$ cat config.mk
export PLATFORM = sky130hd
export DESIGN_NAME = light_sensor_i2c_slave
export DESIGN_NICKNAME = d
export VERILOG_FILES = /design/src/rtl/light_sensor_pkg.sv /design/src/rtl/light_sensor_i2c_slave.sv
export SDC_FILE = /design/constraint.sdc
export NUM_CORES = 1
export LEC_CHECK = 0
export BUFFER_PORTS_ARGS = -buffer_cell sky130_fd_sc_hd__buf_2
export CORE_MARGIN = 2
export CORE_UTILIZATION = 51
export DETAILED_ROUTE_END_ITERATION = 12
export PLACE_DENSITY = 0.8
export REMOVE_ABC_BUFFERS = 1
export SLEW_MARGIN = 20
export SYNTH_ARGS = -nofsm -noshare
export SYNTH_HDL_FRONTEND = slang
export SYNTH_SLANG_ARGS = --single-unit
export TNS_END_PERCENT = 20
$ cat constraint.sdc
create_clock -name clk_sys -period 3.6 [get_ports clk_sys]
set_clock_uncertainty 0.15 [all_clocks]
set_input_delay 0.54 -clock clk_sys [delete_from_list [all_inputs] [get_ports clk_sys]]
set_output_delay 0.54 -clock clk_sys [all_outputs]
set_load 0.02 [all_outputs]
$ cat src/rtl/light_sensor_pkg.sv
// Shared constants, register layout, mode codes and state types for the light sensor slave.
// Assumes a single 40 MHz system clock; the serial bus pins arrive asynchronously.
package light_sensor_pkg;

  // ----------------------------------------------------------------
  // Clock and timing
  // ----------------------------------------------------------------
  localparam int unsigned CLK_HZ         = 40_000_000;
  localparam int unsigned CLK_MHZ        = CLK_HZ / 1_000_000;
  localparam int unsigned POWERUP_NS     = 10_000;
  localparam int unsigned POWERUP_CYCLES = (POWERUP_NS * CLK_MHZ + 999) / 1000;
  localparam int unsigned COMMIT_NS      = 1_000;
  localparam int unsigned COMMIT_CYCLES  = (COMMIT_NS * CLK_MHZ + 999) / 1000;
  localparam int unsigned CONV_MS        = 90;
  localparam int unsigned CONV_DEFAULT   = CONV_MS * (CLK_HZ / 1000);
  localparam int unsigned CNT_W          = 16;
  localparam int unsigned CONV_W         = 32;

  // ----------------------------------------------------------------
  // Bus address and register map
  // ----------------------------------------------------------------
  localparam logic [6:0] DEV_ADDR      = 7'h44;
  localparam int unsigned NUM_REGS     = 9;
  localparam logic [3:0] REG_CMD1      = 4'h0;
  localparam logic [3:0] REG_CMD2      = 4'h1;
  localparam logic [3:0] REG_DATA_L    = 4'h2;
  localparam logic [3:0] REG_DATA_H    = 4'h3;
  localparam logic [3:0] REG_LO_L      = 4'h4;
  localparam logic [3:0] REG_LO_H      = 4'h5;
  localparam logic [3:0] REG_HI_L      = 4'h6;
  localparam logic [3:0] REG_HI_H      = 4'h7;
  localparam logic [3:0] REG_LAST      = 4'h8;
  localparam logic [7:0] REG_RESET     = 8'h00;
  localparam logic [7:0] THR_HI_RESET  = 8'hFF;

  // Field positions.
  localparam int unsigned OP_MSB   = 7;
  localparam int unsigned OP_LSB   = 5;
  localparam int unsigned FLAG_BIT = 2;
  localparam int unsigned PERS_MSB = 1;
  localparam int unsigned PERS_LSB = 0;
  localparam int unsigned RES_MSB  = 3;
  localparam int unsigned RES_LSB  = 2;
  localparam int unsigned CTRL2_MSB = 3;

  // Result width masks for resolution codes 16, 12, 8 and 4 bits.
  localparam logic [15:0] RES_MASK_16 = 16'hFFFF;
  localparam logic [15:0] RES_MASK_12 = 16'h0FFF;
  localparam logic [15:0] RES_MASK_8  = 16'h00FF;
  localparam logic [15:0] RES_MASK_4  = 16'h000F;

  // Persistence counts.
  localparam logic [4:0] PERS_N0 = 5'h01;
  localparam logic [4:0] PERS_N1 = 5'h04;
  localparam logic [4:0] PERS_N2 = 5'h08;
  localparam logic [4:0] PERS_N3 = 5'h10;

  // ----------------------------------------------------------------
  // Types
  // ----------------------------------------------------------------
  typedef enum logic [2:0] {
    OP_OFF      = 3'b000,
    OP_VIS_ONCE = 3'b001,
    OP_IR_ONCE  = 3'b010,
    OP_VIS_CONT = 3'b101,
    OP_IR_CONT  = 3'b110
  } op_mode_t;

  typedef enum logic [3:0] {
    ST_IDLE   = 4'b0000,
    ST_ADDR   = 4'b0001,
    ST_AACK   = 4'b0010,
    ST_REG    = 4'b0011,
    ST_REGACK = 4'b0100,
    ST_WDATA  = 4'b0101,
    ST_WACK   = 4'b0110,
    ST_RDATA  = 4'b0111,
    ST_MACK   = 4'b1000,
    ST_IGNORE = 4'b1001
  } i2c_st_t;

  typedef struct packed {
    logic [15:0] vis;
    logic [15:0] ir;
  } light_sample_t;

  typedef struct packed {
    logic                         scl_s1;
    logic                         scl_s2;
    logic                         scl_s3;
    logic                         sda_s1;
    logic                         sda_s2;
    logic                         sda_s3;
    i2c_st_t                      st;
    logic [3:0]                   bitcnt;
    logic [7:0]                   shreg;
    logic [3:0]                   ptr;
    logic [3:0]                   last_wr;
    logic                         wrote;
    logic                         rw;
    logic                         mack;
    logic                         sda_oe;
    logic [CNT_W-1:0]             pwr_cnt;
    logic [CNT_W-1:0]             commit_cnt;
    logic [CONV_W-1:0]            conv_cnt;
    logic [4:0]                   pers_cnt;
    logic [NUM_REGS-1:0][7:0]     regs;
  } state_t;

endpackage

$ cat src/rtl/light_sensor_i2c_slave.sv
// Two-wire serial slave, register array and measurement sequencer of a light sensor.
// Assumes scl_i and sda_i come straight from pins and the sample port from the same clock.
//
// Function
// - Starts powered down; result registers read zero after reset.
// - One-shot mode converts once, then returns to power-down keeping the result.
// - Continuous mode converts back to back, overwriting results until power-down.
// - Four modes: visible once, infrared once, visible continuous, infrared continuous.
// - Operation field codes 000, 001, 010, 101, 110; 011, 100 and 111 reserved.
// - Result is unsigned with selectable width up to sixteen bits.
// - Open-drain low interrupt when result leaves the threshold window.
// - Conversions continue after the interrupt asserts.
// - Interrupt needs the selected persistence count of consecutive out-of-window results before asserting.
// - Persistence codes 00, 01, 10, 11 give 1, 4, 8, 16 cycles.
// - Interrupt and flag hold until a read of register zero completes.
// - Bytes travel most significant bit first in both directions.
// - Ignore traffic until a start; ignore starts during power-up.
// - Stop after a completed transaction returns the serial logic to standby.
// - Stop before byte and acknowledge complete aborts without touching registers.
// - Acknowledge matching address, register address and each written data byte.
// - Compare upper seven address bits with the fixed address; acknowledge on match.
// - Address byte lowest bit: one reads, zero writes.
// - After a write stop, commit with data line released and requests ignored.
// - Burst write acknowledges each byte and advances the pointer by one.
// - Pointer wraps from the last register to the first.
// - After a write ends, pointer holds the last written address.
// - Device keeps sending while the master acknowledges; master ends with no ack.
module light_sensor_i2c_slave
  import light_sensor_pkg::*;
#(
  parameter int unsigned CONV_CYCLES = light_sensor_pkg::CONV_DEFAULT
) (
  input  wire logic                            clk_sys,
  input  wire logic                            resetn,
  input  wire logic                            scl_i,
  input  wire logic                            sda_i,
  output logic                                 sda_o,
  output logic                                 sda_oe,
  output logic                                 int_n_o,
  output logic                                 int_n_oe,
  input  wire light_sensor_pkg::light_sample_t sample,
  output logic                                 measuring
);
  import light_sensor_pkg::*;

  // ----------------------------------------------------------------
  // State and decoded bus events
  // ----------------------------------------------------------------
  state_t      q;
  state_t      d;
  logic        scl_rise;
  logic        scl_fall;
  logic        start_c;
  logic        stop_c;
  logic        blocked;
  logic        running;
  logic        once;
  logic        conv_done;
  logic        set_flag;
  logic        clr_flag;
  logic        wr_en;
  logic [15:0] mask;
  logic [15:0] result;
  logic [15:0] thr_lo;
  logic [15:0] thr_hi;
  logic [4:0]  pers_n;
  logic [2:0]  op;
  logic [3:0]  ptr_inc;

  // Edges come from the second and third stages only; the first stage feeds nothing else.
  assign scl_rise = q.scl_s2 & ~q.scl_s3;
  assign scl_fall = ~q.scl_s2 & q.scl_s3;
  assign start_c  = q.scl_s2 & q.scl_s3 & q.sda_s3 & ~q.sda_s2;
  assign stop_c   = q.scl_s2 & q.scl_s3 & ~q.sda_s3 & q.sda_s2;
  assign blocked  = (q.pwr_cnt != '0) || (q.commit_cnt != '0);
  assign op       = q.regs[REG_CMD1][OP_MSB:OP_LSB];
  assign thr_lo   = {q.regs[REG_LO_H], q.regs[REG_LO_L]};
  assign thr_hi   = {q.regs[REG_HI_H], q.regs[REG_HI_L]};

  assign running  = (op == OP_VIS_ONCE) || (op == OP_IR_ONCE) ||
                    (op == OP_VIS_CONT) || (op == OP_IR_CONT);
  assign once     = (op == OP_VIS_ONCE) || (op == OP_IR_ONCE);
  assign conv_done = running && (q.conv_cnt == CONV_W'(CONV_CYCLES - 1));

  always_comb begin
    unique case (q.regs[REG_CMD2][RES_MSB:RES_LSB])
      2'b00: mask = RES_MASK_16;
      2'b01: mask = RES_MASK_12;
      2'b10: mask = RES_MASK_8;
      2'b11: mask = RES_MASK_4;
    endcase
  end

  always_comb begin
    unique case (q.regs[REG_CMD1][PERS_MSB:PERS_LSB])
      2'b00: pers_n = PERS_N0;
      2'b01: pers_n = PERS_N1;
      2'b10: pers_n = PERS_N2;
      2'b11: pers_n = PERS_N3;
    endcase
  end

  assign result = (op[1] ? sample.ir : sample.vis) & mask;

  assign ptr_inc = (q.ptr >= REG_LAST) ? REG_CMD1 : 4'(q.ptr + 4'h1);

  // ----------------------------------------------------------------
  // Next-state logic
  // ----------------------------------------------------------------
  // One process holds the sequencer and the serial engine so that a register write and a
  // conversion landing in the same cycle resolve in a single, visible order.
  always_comb begin
    logic [7:0] tx;
    tx        = REG_RESET;
    d         = q;
    set_flag  = 1'b0;
    clr_flag  = 1'b0;
    wr_en     = 1'b0;
    d.scl_s1  = scl_i;
    d.scl_s2  = q.scl_s1;
    d.scl_s3  = q.scl_s2;
    d.sda_s1  = sda_i;
    d.sda_s2  = q.sda_s1;
    d.sda_s3  = q.sda_s2;
    d.pwr_cnt    = (q.pwr_cnt != '0) ? CNT_W'(q.pwr_cnt - 1'b1) : q.pwr_cnt;
    d.commit_cnt = (q.commit_cnt != '0) ? CNT_W'(q.commit_cnt - 1'b1) : q.commit_cnt;

    if (!running) begin
      d.conv_cnt = '0;
    end else if (conv_done) begin
      d.conv_cnt = '0;
      d.regs[REG_DATA_L] = result[7:0];
      d.regs[REG_DATA_H] = result[15:8];
      if ((result > thr_hi) || (result < thr_lo)) begin
        if (5'(q.pers_cnt + 5'h01) >= pers_n) begin
          set_flag   = 1'b1;
          d.pers_cnt = pers_n;
        end else begin
          d.pers_cnt = 5'(q.pers_cnt + 5'h01);
        end
      end else begin
        d.pers_cnt = '0;
      end
      if (once) begin
        d.regs[REG_CMD1][OP_MSB:OP_LSB] = OP_OFF;
      end
    end else begin
      d.conv_cnt = 32'(q.conv_cnt + 1'b1);
    end

    if (stop_c) begin
      d.st     = ST_IDLE;
      d.sda_oe = 1'b0;
      if (q.wrote) begin
        d.ptr = q.last_wr;
        d.commit_cnt = CNT_W'(COMMIT_CYCLES);
      end
      d.wrote = 1'b0;
    end else if (start_c) begin
      d.sda_oe = 1'b0;
      d.bitcnt = '0;
      d.st     = blocked ? ST_IDLE : ST_ADDR;
    end else if (scl_rise) begin
      unique case (q.st)
        ST_ADDR, ST_REG, ST_WDATA, ST_RDATA: begin
          d.shreg  = (q.st == ST_RDATA) ? q.shreg : {q.shreg[6:0], q.sda_s2};
          d.bitcnt = 4'(q.bitcnt + 4'h1);
        end
        ST_MACK: begin
          d.mack = ~q.sda_s2;
          if (q.ptr == REG_CMD1) begin
            clr_flag = 1'b1;
          end
          d.ptr = ptr_inc;
        end
        default: begin
        end
      endcase
    end else if (scl_fall) begin
      unique case (q.st)
        ST_ADDR: begin
          if (q.bitcnt == 4'h8) begin
            if (q.shreg[7:1] == DEV_ADDR) begin
              d.sda_oe = 1'b1;
              d.rw     = q.shreg[0];
              d.st     = ST_AACK;
            end else begin
              d.sda_oe = 1'b0;
              d.st     = ST_IGNORE;
            end
          end
        end
        ST_REG, ST_WDATA: begin
          if (q.bitcnt == 4'h8) begin
            d.sda_oe = 1'b1;
            d.st     = (q.st == ST_REG) ? ST_REGACK : ST_WACK;
          end
        end
        ST_AACK, ST_MACK: begin
          d.bitcnt = '0;
          if ((q.st == ST_AACK && q.rw) || (q.st == ST_MACK && q.mack)) begin
            tx       = (q.ptr <= REG_LAST) ? q.regs[q.ptr] : REG_RESET;
            d.shreg  = tx;
            d.sda_oe = ~tx[7];
            d.st     = ST_RDATA;
          end else begin
            d.sda_oe = 1'b0;
            d.st     = (q.st == ST_AACK) ? ST_REG : ST_IGNORE;
          end
        end
        ST_REGACK: begin
          d.ptr    = (q.shreg > 8'(REG_LAST)) ? REG_CMD1 : q.shreg[3:0];
          d.sda_oe = 1'b0;
          d.bitcnt = '0;
          d.st     = ST_WDATA;
        end
        ST_WACK: begin
          wr_en     = 1'b1;
          d.last_wr = q.ptr;
          d.wrote   = 1'b1;
          d.ptr     = ptr_inc;
          d.sda_oe  = 1'b0;
          d.bitcnt  = '0;
          d.st      = ST_WDATA;
          unique case (q.ptr)
            REG_CMD1: begin
              d.regs[REG_CMD1] = {q.shreg[OP_MSB:OP_LSB], 2'b00, q.regs[REG_CMD1][FLAG_BIT],
                                  q.shreg[PERS_MSB:PERS_LSB]};
              d.conv_cnt = '0;
              d.pers_cnt = '0;
            end
            REG_CMD2: d.regs[REG_CMD2] = {4'h0, q.shreg[CTRL2_MSB:0]};
            REG_LO_L, REG_LO_H, REG_HI_L, REG_HI_H: d.regs[q.ptr] = q.shreg;
            default: begin
            end
          endcase
        end
        ST_RDATA: begin
          if (q.bitcnt == 4'h8) begin
            d.sda_oe = 1'b0;
            d.st     = ST_MACK;
          end else begin
            d.shreg  = {q.shreg[6:0], 1'b0};
            d.sda_oe = ~q.shreg[6];
          end
        end
        default: begin
        end
      endcase
    end

    d.regs[REG_CMD1][FLAG_BIT] = set_flag | (q.regs[REG_CMD1][FLAG_BIT] & ~clr_flag);
  end

  // ----------------------------------------------------------------
  // State register
  // ----------------------------------------------------------------
  // powered-down reset
  always_ff @(posedge clk_sys or negedge resetn) begin
    if (!resetn) begin
      q                  <= '0;
      // Idle lines are high; resetting the stages high avoids a false start at release.
      {q.scl_s1, q.scl_s2, q.scl_s3} <= 3'h7;
      {q.sda_s1, q.sda_s2, q.sda_s3} <= 3'h7;
      q.pwr_cnt          <= CNT_W'(POWERUP_CYCLES);
      q.regs[REG_HI_L]   <= THR_HI_RESET;
      q.regs[REG_HI_H]   <= THR_HI_RESET;
    end else begin
      q <= d;
    end
  end

  // Pins are open drain: only low is ever driven.
  assign sda_o     = 1'b0;
  assign sda_oe    = q.sda_oe;
  assign int_n_o   = 1'b0;
  assign int_n_oe  = q.regs[REG_CMD1][FLAG_BIT];
  assign measuring = running;

  // ----------------------------------------------------------------
  // Assertions
  // ----------------------------------------------------------------
  property p_once_off;
    @(posedge clk_sys) disable iff (!resetn)
      (conv_done && once && !wr_en) |=> (op == OP_OFF) &&
        ({q.regs[REG_DATA_H], q.regs[REG_DATA_L]} == $past(result));
  endproperty
  a_once_off: assert property (p_once_off) else $error("one-shot did not stop");
  property p_cont_keeps;
    @(posedge clk_sys) disable iff (!resetn)
      (conv_done && !once && !wr_en) |=> (op == $past(op)) && (q.conv_cnt == '0);
  endproperty
  a_cont_keeps: assert property (p_cont_keeps) else $error("continuous mode lost");
  property p_int_follows;
    @(posedge clk_sys) disable iff (!resetn)
      set_flag |=> int_n_oe;
  endproperty
  a_int_follows: assert property (p_int_follows) else $error("interrupt not raised");
  property p_flag_holds;
    @(posedge clk_sys) disable iff (!resetn)
      (int_n_oe && !clr_flag) |=> int_n_oe;
  endproperty
  a_flag_holds: assert property (p_flag_holds) else $error("interrupt dropped early");
  property p_addr_ack;
    @(posedge clk_sys) disable iff (!resetn)
      (q.st == ST_ADDR && scl_fall && !stop_c && !start_c && q.bitcnt == 4'h8 &&
       q.shreg[7:1] == DEV_ADDR) |=> sda_oe ##1 (sda_oe || q.st != ST_AACK);
  endproperty
  a_addr_ack: assert property (p_addr_ack) else $error("address not acknowledged");
  property p_mismatch;
    @(posedge clk_sys) disable iff (!resetn)
      (q.st == ST_IGNORE && !start_c) |=> !sda_oe;
  endproperty
  a_mismatch: assert property (p_mismatch) else $error("drove line when ignoring");
  property p_start_blocked;
    @(posedge clk_sys) disable iff (!resetn)
      (start_c && !stop_c && blocked) |=> (q.st == ST_IDLE) && !sda_oe;
  endproperty
  a_start_blocked: assert property (p_start_blocked) else $error("start taken when busy");
  property p_stop_abort;
    @(posedge clk_sys) disable iff (!resetn)
      stop_c |=> ({q.regs[REG_HI_H], q.regs[REG_HI_L], q.regs[REG_LO_H], q.regs[REG_LO_L]}
                  == $past({q.regs[REG_HI_H], q.regs[REG_HI_L], q.regs[REG_LO_H],
                            q.regs[REG_LO_L]})) && (q.st == ST_IDLE);
  endproperty
  a_stop_abort: assert property (p_stop_abort) else $error("stop altered registers");
  property p_commit_quiet;
    @(posedge clk_sys) disable iff (!resetn)
      (q.commit_cnt != '0) |-> !sda_oe;
  endproperty
  a_commit_quiet: assert property (p_commit_quiet) else $error("drove line in commit");
  property p_wrap;
    @(posedge clk_sys) disable iff (!resetn)
      (wr_en && q.ptr == REG_LAST && !stop_c) |=> (q.ptr == REG_CMD1);
  endproperty
  a_wrap: assert property (p_wrap) else $error("pointer did not wrap");

endmodule

==> impl_metrics.json, run 1 <==
{
  "wirelength_mm": 22.19,
  "final_common_cell": "dfrtp_1",
  "synthXorXnorAreaFrac_pct": 5.472,
  "clk_path_buf_depth": 2,
  "yosysUniqueCellTypes": 71,
  "num_antenna_cells": 0,
  "coreArea_um2": 19270,
  "port_buffers": 38,
  "drtIter0Drc": 578,
  "drive_gt1_share_pct": 19.88,
  "finalCriticalPeriod_ns": 3.249,
  "htreeDepth": 4,
  "worst_pin_slew_ns": 1.085,
  "final_cell_mix": "dfrtp_1 (149), nor2_1 (92), nand2_1 (73)",
  "clk_pin_slew_ns": 0.06,
  "insertion_delay_ns": 0.43,
  "detail_route.wl_per_cell_um": 17.39,
  "grt_pass1_wl_mm": 37.22,
  "cp-end-kind": "flop",
  "power_density_nw_per_um2": 494.3,
  "synth.mux.area_fraction_pct": 12.75,
  "grt_use_total_pct": 22.87,
  "grt_start_max_net_pins": 85,
  "final_util_pct": 56.96,
  "maxCapViolations": 0,
  "drtAntennaViolNets": 0,
  "synth_top_family_by_area": "simple AND/OR/NAND/NOR gates",
  "drc": 0,
  "hold_violations": 0,
  "vias": 7443,
  "synth_edf_count": 0,
  "dieWidth_um": 143.5,
  "cp.required_ns": 3.75,
  "cts_buffers": 17,
  "ir_worst_vdd_v": 0.0003766,
  "nFillCells": 1618,
  "syn_inst": 975,
  "nets": 1084,
  "syn2layout_area_growth_pct": 10.62,
  "first_pass_iters": 8,
  "placedCellCount": 1244,
  "path_class": "flop to flop",
  "clock_sinks": 175,
  "worst_ep_arrival_time_ns": 3.40,
  "synthesis.area_per_instance_um2": 10.18,
  "status": "finished, final reports clean",
  "synth-compound-area-share_pct": 9.003,
  "setup_viol": 0,
  "postSynth.asyncResetShare_pct": 100.0,
  "slew_headroom_pct": 27.66,
  "p_total_mw": 5.426,
  "rsz0062_at_grt": "no",
  "synthFlopType": "dfrtp_1",
  "drv_slew": 0,
  "tns_ns": 0,
  "synthAdderAreaFrac_pct": 6.506,
  "syn_area_um2": 9923,
  "hpwl_mm": 15.58,
  "tritoncts": "done",
  "final_cells": 1276,
  "synthSimpleGateAreaFrac_pct": 17.56,
  "startpoint_type": "flop",
  "first_global_vias": 7357,
  "min_path_type": "input port to asynchronous set/reset pin",
  "io_pins": 41,
  "dieHeight_um": 143.5,
  "grt.overflow.total": 0,
  "ys_ff_latch": 175,
  "gp_congestion": 0.9452,
  "start_util_pct": 51.49,
  "vias_per_cell": 5.833,
  "rows": 51,
  "cp_max_fo": 13,
  "post-route-period-util_pct": 90.26,
  "p_leak_nw": 4.820,
  "fmax_mhz": 307.8,
  "antenna_found_initial": 0,
  "ys_warn_count": 0,
  "seq_area_frac_synth_pct": 44.45,
  "root_buffer": "clkbuf_16",
  "die_area_um2": 20590
}
==> logic make-up (layout without fill, tap and decap cells) <==
family                   Yosys count  count (layout)
AND/OR/NAND/NOR                  345             345
adder cells (fa/ha/maj)           52              52
buffers and inverters            104             139
multiplexers                     103             103
AO/OA/AOI/OAI                    133             133
other                              1               2
flip-flops                       175             175
XOR/XNOR                          62              62
==> worst max-delay path: stages (launching register included) <==
cell and delay, ns:
dfrtp_2 0.62, buf_4 0.26, mux2i_1 0.09, nor3_1 0.36, ha_1 0.33, and4_1 0.25
a221oi_1 0.37, o311a_1 0.24, o22a_1 0.31, o31ai_1 0.13
==> worst paths after layout <==
check	cells after the start	to	start	slack, ns
hold / removal	1	q[17]	resetn	0.02
max in group asynchronous	2	asynchronous set/reset pin	resetn	2.34
min in group clk_sys	1	d[170]	sda_i	0.06
setup reg to reg	9	q[72]	op[1]	0.35
setup / recovery	9	q[72]	op[1]	0.35
hold reg to reg	0	d[169]	d[170]	0.21
==> through the flow <==
step	hold WS, ns	worst slack (ns)	cell area, µm²
floorplan	0.09441	0.5642	9703
global placement	0.1957	0.3622	10370
detailed placement	0.1984	0.2836	10370
CTS	0.04426	0.2063	10980
global route	0.04129	0.1705	10980
finish	0.02470	0.3508	10980
==> per-layer routing <==
metal  up-vias  track usage (%)  wire length [µm]
li1       3495                -                 -
met1      3659            30.42              9554
met2       247            37.87             10990
met3        42            4.232              1081
met4         0            7.688               561
met5         -                0                 0
==> cell type report <==
type | instances | area, µm² | area share [%]
Timing Repair Buffer | 55 | 336.6 | 3.066
Sequential cell | 175 | 4412 | 40.19
Inverter | 52 | 195.2 | 1.778
Clock buffer | 24 | 501.7 | 4.571
Tap cell | 265 | 331.6 | 3.021
Multi-Input combinational cell | 697 | 5097 | 46.44
Clock inverter | 8 | 102.6 | 0.9347
==> where the power goes <==
group          internal (mW)  switching, mW  leakage [nW]
registers               2.13          0.371          2.24
logic                  0.498          0.548          2.28
clock network           1.12          0.758         0.293
==> cell usage after synthesis, types with 20 or more instances <==
cell	instances	area, µm²
xnor2_1	30	262.8
nor2_1	92	345.3
o21ai_0	23	115.1
dfstp_2	25	656.9
nand3_1	40	200.2
nor3_1	26	130.1
ha_1	50	625.6
dfrtp_1	150	3754
mux2_2	67	754.5
a21oi_1	33	165.2
inv_1	51	191.4
nand2_1	73	274.0
mux2i_1	24	240.2
nand4_1	20	125.1
clkbuf_1	37	138.9
xor2_1	32	280.3
==> what timing repair did <==
item,CTS,global route
setup buffers,0,0
endpoints found under the setup margin,0,6
resized for setup,0,1
hold buffers,0,0
No activity file was read; power rests on OpenSTA's default activity.
==> run 2, diff against run 1 <==
Settings changed: CORE_MARGIN 2 to default.
==> run 2 against run 1 <==
- combinational power grew 4%
- fmax rose by 9.4%
- routed wire length increased by 0.58%
- final area shrank 0.20%
- critical path depth grew 1
- worst setup slack better by 0.28 ns
- sequential power barely moved
- sequential share of layout area up 0.071 points
- flip-flop and latch count unchanged
- clock power decreased by 2%
- first-iteration DRC count rose by 1.2%
- critical path type unchanged
==> impl_metrics.json, run 2 (synthesized netlist as in run 1, its figures left out) <==
{
  "status": "finished, final reports clean",
  "slew_headroom_pct": 35.34,
  "cp_slowest_stage_delay_ns": 0.41,
  "detail_route.wl_per_cell_um": 17.56,
  "worst_pin_slew_ns": 0.9698,
  "tns_ns": 0,
  "drtIter0Drc": 585,
  "grt_use_total_pct": 23.88,
  "syn2layout_area_growth_pct": 10.39,
  "finalCriticalPeriod_ns": 2.970,
  "rsz0062_at_grt": "no",
  "io_pins": 41,
  "post-cts-setup-buffers": 0,
  "grt.overflow.total": 0,
  "grt_pass1_wl_mm": 37.16,
  "final_util_pct": 57.98,
  "pwr-share-comb_pct": 20.2,
  "dieWidth_um": 141.5,
  "drtAntennaViolNets": 0,
  "p_sw_share_pct": 31.31,
  "maxCapViolations": 0,
  "final_cell_mix": "dfrtp_1 (150), nor2_1 (92), nand2_1 (73)",
  "min_path_type": "input port to flop",
  "grt_start_max_net_pins": 77,
  "cp_max_fo": 7,
  "wirelength_mm": 22.32,
  "ir_worst_vdd_v": 0.0003901,
  "post-route-period-util_pct": 82.49,
  "startpoint_type": "flop",
  "path_cells": "buf_4 > mux2i_1 > nor2_1 > ha_1 > a21o_1 > maj3_1 > a21oi_1 > o21ai_0 > o22a_1 > o31ai_1",
  "rows": 50,
  "clk_path_buf_depth": 2,
  "hold_slack_ns": 0.05198,
  "nets": 1084,
  "root_buffer": "clkbuf_16",
  "r2r_cells": 10,
  "clk_pin_slew_ns": 0.06,
  "tritoncts": "done",
  "gp_congestion": 0.8964,
  "cts_resized": 0,
  "nFillCells": 1621,
  "power_density_nw_per_um2": 493.5,
  "hold_violations": 0,
  "r2r_start": "op[1]",
  "cp-end-kind": "flop",
  "drc": 0,
  "drv_slew": 0,
  "worst_ep_arrival_time_ns": 3.14,
  "hold_path.startpoint": "sda_i",
  "drive_gt1_share_pct": 19.49,
  "p_leak_nw": 4.807,
  "p_switching_mw": 1.693,
  "first_pass_iters": 5,
  "first_global_vias": 7270,
  "coreArea_um2": 18890,
  "num_antenna_cells": 0,
  "dieHeight_um": 141.5,
  "path_class": "flop to flop",
  "power.share.clock_pct": 33.9,
  "die_area_um2": 20020,
  "clock_sinks": 175,
  "htreeDepth": 4,
  "fmax_mhz": 336.7,
  "r2r_end": "int_n_oe",
  "holdBufCountCts": 1,
  "vias_per_cell": 5.843,
  "start_util_pct": 52.52,
  "cp.required_ns": 3.77,
  "whs_path_depth": 1,
  "antenna_found_initial": 0,
  "setup_viol": 0,
  "worstHoldEndpoint": "d[170]",
  "p_int_mw": 3.714,
  "insertion_delay_ns": 0.44,
  "cts_buffers": 17,
  "port_buffers": 38,
  "hpwl_mm": 15.52,
  "slowest_stage": "dfrtp_1",
  "final_common_cell": "dfrtp_1",
  "regToRegSetupSlack_ns": 0.63,
  "seq_power_share_pct": 45.9,
  "vias": 7426
}
[run 2: worst max-delay path, delay by kind of cell (launching register included)]
kind	cells	cell delay, ns
compound gates	5	0.99
fa+ha+maj	2	0.68
flops	1	0.41
simple gates	1	0.30
buf+inv	1	0.20
mux	1	0.13
[run 2: cell type report]
class,instances,area (µm²),area share (%)
inverter,52,195.2,1.782
clock inverter,8,105.1,0.9594
tap,260,325.3,2.970
clock buffer,24,481.7,4.397
multi-input combinational,697,5097,46.53
timing repair buffer,55,339.1,3.095
sequential,175,4410,40.26
[run 2: through the flow]
| step | cells | setup slack, ns | total power, mW | cell area (µm²) |
|---|---|---|---|---|
| 4_1_cts | 1271 | 0.6681 | 5.429 | 10950 |
| 2_1_floorplan | 924 | 0.5642 | 3.163 | 9703 |
| 5_1_grt | 1271 | 0.4716 | 5.657 | 10950 |
| 3_5_place_dp | 1238 | 0.6777 | 3.576 | 10360 |
| 6_report | 1271 | 0.6303 | 5.406 | 10950 |
| 3_3_place_gp | 1238 | 0.7909 | 3.536 | 10360 |
[run 2: how the worst max path moves through the flow]
| stage | start | cells past startpoint | slack [ns] | to |
|---|---|---|---|---|
| finish | op[1] | 10 | 0.63 | int_n_oe |
| global route | op[1] | 9 | 0.47 | q[73] |
| CTS | op[1] | 10 | 0.67 | int_n_oe |
| detailed placement | op[1] | 10 | 0.68 | int_n_oe |
| global placement | op[1] | 10 | 0.79 | int_n_oe |
| floorplan | op[1] | 6 | 0.56 | op[1] |
[run 2: routing by layer]
layer,global-route usage [%],routed length [µm],vias up
li1,-,-,3487
met1,32.51,9982,3639
met2,37.86,10630,256
met3,4.387,1176,44
met4,9.677,524,0
met5,0,0,-
[run 2: power groups by stage]
stage / combinational [mW] / clock [mW] / sequential (mW)
2_1_floorplan: 0.719 / 0 / 2.44
3_3_place_gp: 1.04 / 0 / 2.49
3_5_place_dp: 1.08 / 0 / 2.50
4_1_cts: 1.09 / 1.87 / 2.47
5_1_grt: 1.20 / 1.95 / 2.51
6_report: 1.09 / 1.83 / 2.48
==> run 3, diff against run 2 <==
Clock period 3.6 ns to 2.75 ns, I/O delays scaled along.
==> run 3 against run 2 <==
- the flow now finishes with violations (negative setup slack)
- critical endpoint is now q[72]
- critical path depth unchanged
- sequential power is 28% higher
- final area rose by 4.3%
- fmax rose by 7.5%
- worst hold slack better by 0.15 ns
- via count increased by 3.4%
- first-iteration DRC count is 14% higher
==> impl_metrics.json, run 3 (synthesized netlist as in run 1, its figures left out) <==
{
  "status": "complete, but fails checks",
  "violations": "negative setup slack",
  "placed_area_um2": 10650,
  "grt.overflow.total": 0,
  "final_cells": 1313,
  "final_util_pct": 60.50,
  "hold_slack_ns": 0.2035,
  "grt_start_max_net_pins": 68,
  "grt_pass1_wl_mm": 38.15,
  "htreeDepth": 4,
  "wirelength_mm": 23.59,
  "p_total_mw": 7.204,
  "fin_ws_ns": -0.01213,
  "rsz0062_at_grt": "yes",
  "tritoncts": "done",
  "power_density_nw_per_um2": 630.3,
  "pwr-share-comb_pct": 22.8,
  "p_int_mw": 4.831,
  "dp_slack_ns": -0.3555,
  "finalCriticalPeriod_ns": 2.762,
  "worst_ep_arrival_time_ns": 2.94,
  "hold_violations": 0,
  "syn2layout_area_growth_pct": 15.18,
  "clock_sinks": 175,
  "antenna_found_initial": 0,
  "placedCellCount": 1274,
  "r2r_cells": 10,
  "io_pins": 41,
  "first_global_vias": 7581,
  "root_buffer": "clkbuf_16",
  "drtIter0Drc": 666,
  "fmax_mhz": 362.0,
  "cp_max_fo": 6,
  "drv_slew": 0,
  "regToRegSetupSlack_ns": -0.01,
  "crit_start": "op[1]",
  "p_leak_nw": 5.039,
  "power.share.clock_pct": 33.1,
  "start_util_pct": 52.52,
  "design_area_um2": 11430,
  "detail_route.wl_per_cell_um": 17.96,
  "clk_path_buf_depth": 2,
  "rows": 50,
  "vias_per_cell": 5.849,
  "num_antenna_cells": 0,
  "post-route-period-util_pct": 100.4,
  "r2r_start": "op[1]",
  "vias": 7680,
  "r2r_end": "q[72]",
  "tns_ns": -0.01919,
  "drtAntennaViolNets": 0,
  "nets": 1126,
  "gp_congestion": 0.9445,
  "final_common_cell": "dfrtp_1",
  "clk_pin_slew_ns": 0.07,
  "insertion_delay_ns": 0.43,
  "dieHeight_um": 141.5,
  "seq_power_share_pct": 44.0,
  "drc": 0,
  "first_pass_iters": 7,
  "startpoint_type": "flop",
  "drive_gt1_share_pct": 24.98,
  "coreArea_um2": 18890,
  "die_area_um2": 20020,
  "final_cell_mix": "dfrtp_1 (148), nor2_1 (91), nand2_1 (73)",
  "port_buffers": 38,
  "min_path_type": "flop to flop",
  "dieWidth_um": 141.5,
  "p_sw_share_pct": 32.94,
  "cts_buffers": 17,
  "maxCapViolations": 0,
  "hpwl_mm": 16.50,
  "grt_use_total_pct": 24.55,
  "cp.required_ns": 2.93,
  "path_class": "flop to flop",
  "endpoint": "q[72]",
  "p_switching_mw": 2.373,
  "ir_worst_vdd_v": 0.0005213,
  "setup_viol": 2,
  "cp-end-kind": "flop",
  "worst_pin_slew_ns": 0.7234,
  "slew_headroom_pct": 51.33
}
run 3: what timing repair did:
item / 4_1_cts / 5_1_grt
gates resized for setup: 4 / 25
endpoints found under the hold margin: 47 / 0
hold buffers: 3 / 0
buffers inserted: 2 / 2
gates cloned: 0 / 0
pin swaps: 0 / 8
endpoints found under the setup margin: 22 / 53
run 3: power groups by stage:
stage,logic (mW),clock network [mW],registers [mW]
6_report,1.65,2.39,3.17
3_5_place_dp,1.60,0,3.19
4_1_cts,1.61,2.41,3.15
3_3_place_gp,1.55,0,3.19
2_1_floorplan,0.942,0,3.20
5_1_grt,1.80,2.52,3.20
run 3: critical path, stage by stage (launching register included):
cell and delay (ns):
dfrtp_2 0.47, buf_12 0.16, mux2_4 0.32, ha_4 0.27, nor2b_1 0.12, o211ai_1 0.12, a21oi_2 0.16, a211oi_1 0.06
o311a_1 0.30, o22a_4 0.25, o31ai_1 0.28
run 3: cell type report:
cell class / instances / area (µm²)
Clock inverter: 15 / 150.1
Multi-Input combinational cell: 697 / 5220
Clock buffer: 17 / 425.4
Fill cell: 1530 / 7463
Inverter: 52 / 195.2
Sequential cell: 175 / 4413
Timing Repair Buffer: 97 / 700.7
Tap cell: 260 / 325.3
run 3: per-layer routing:
metal	track usage (%)	vias up	share of wire, %	wire [µm]
met3	4.826	68	4.9	1147
li1	-	3580	-	-
met4	11.94	0	4.0	937
met1	31.71	3747	44	10270
met5	0	-	0	0
met2	39.76	285	48	11230
run 3: worst min path at each step:
stage	from	to	slack (ns)	cells after the start
floorplan	resetn	asynchronous set/reset pin	-0.03	0
global placement	d[170]	d[169]	0.20	0
detailed placement	d[170]	d[169]	0.20	0
CTS	d[170]	d[169]	0.20	0
global route	d[170]	d[169]	0.20	0
finish	d[170]	d[169]	0.20	0
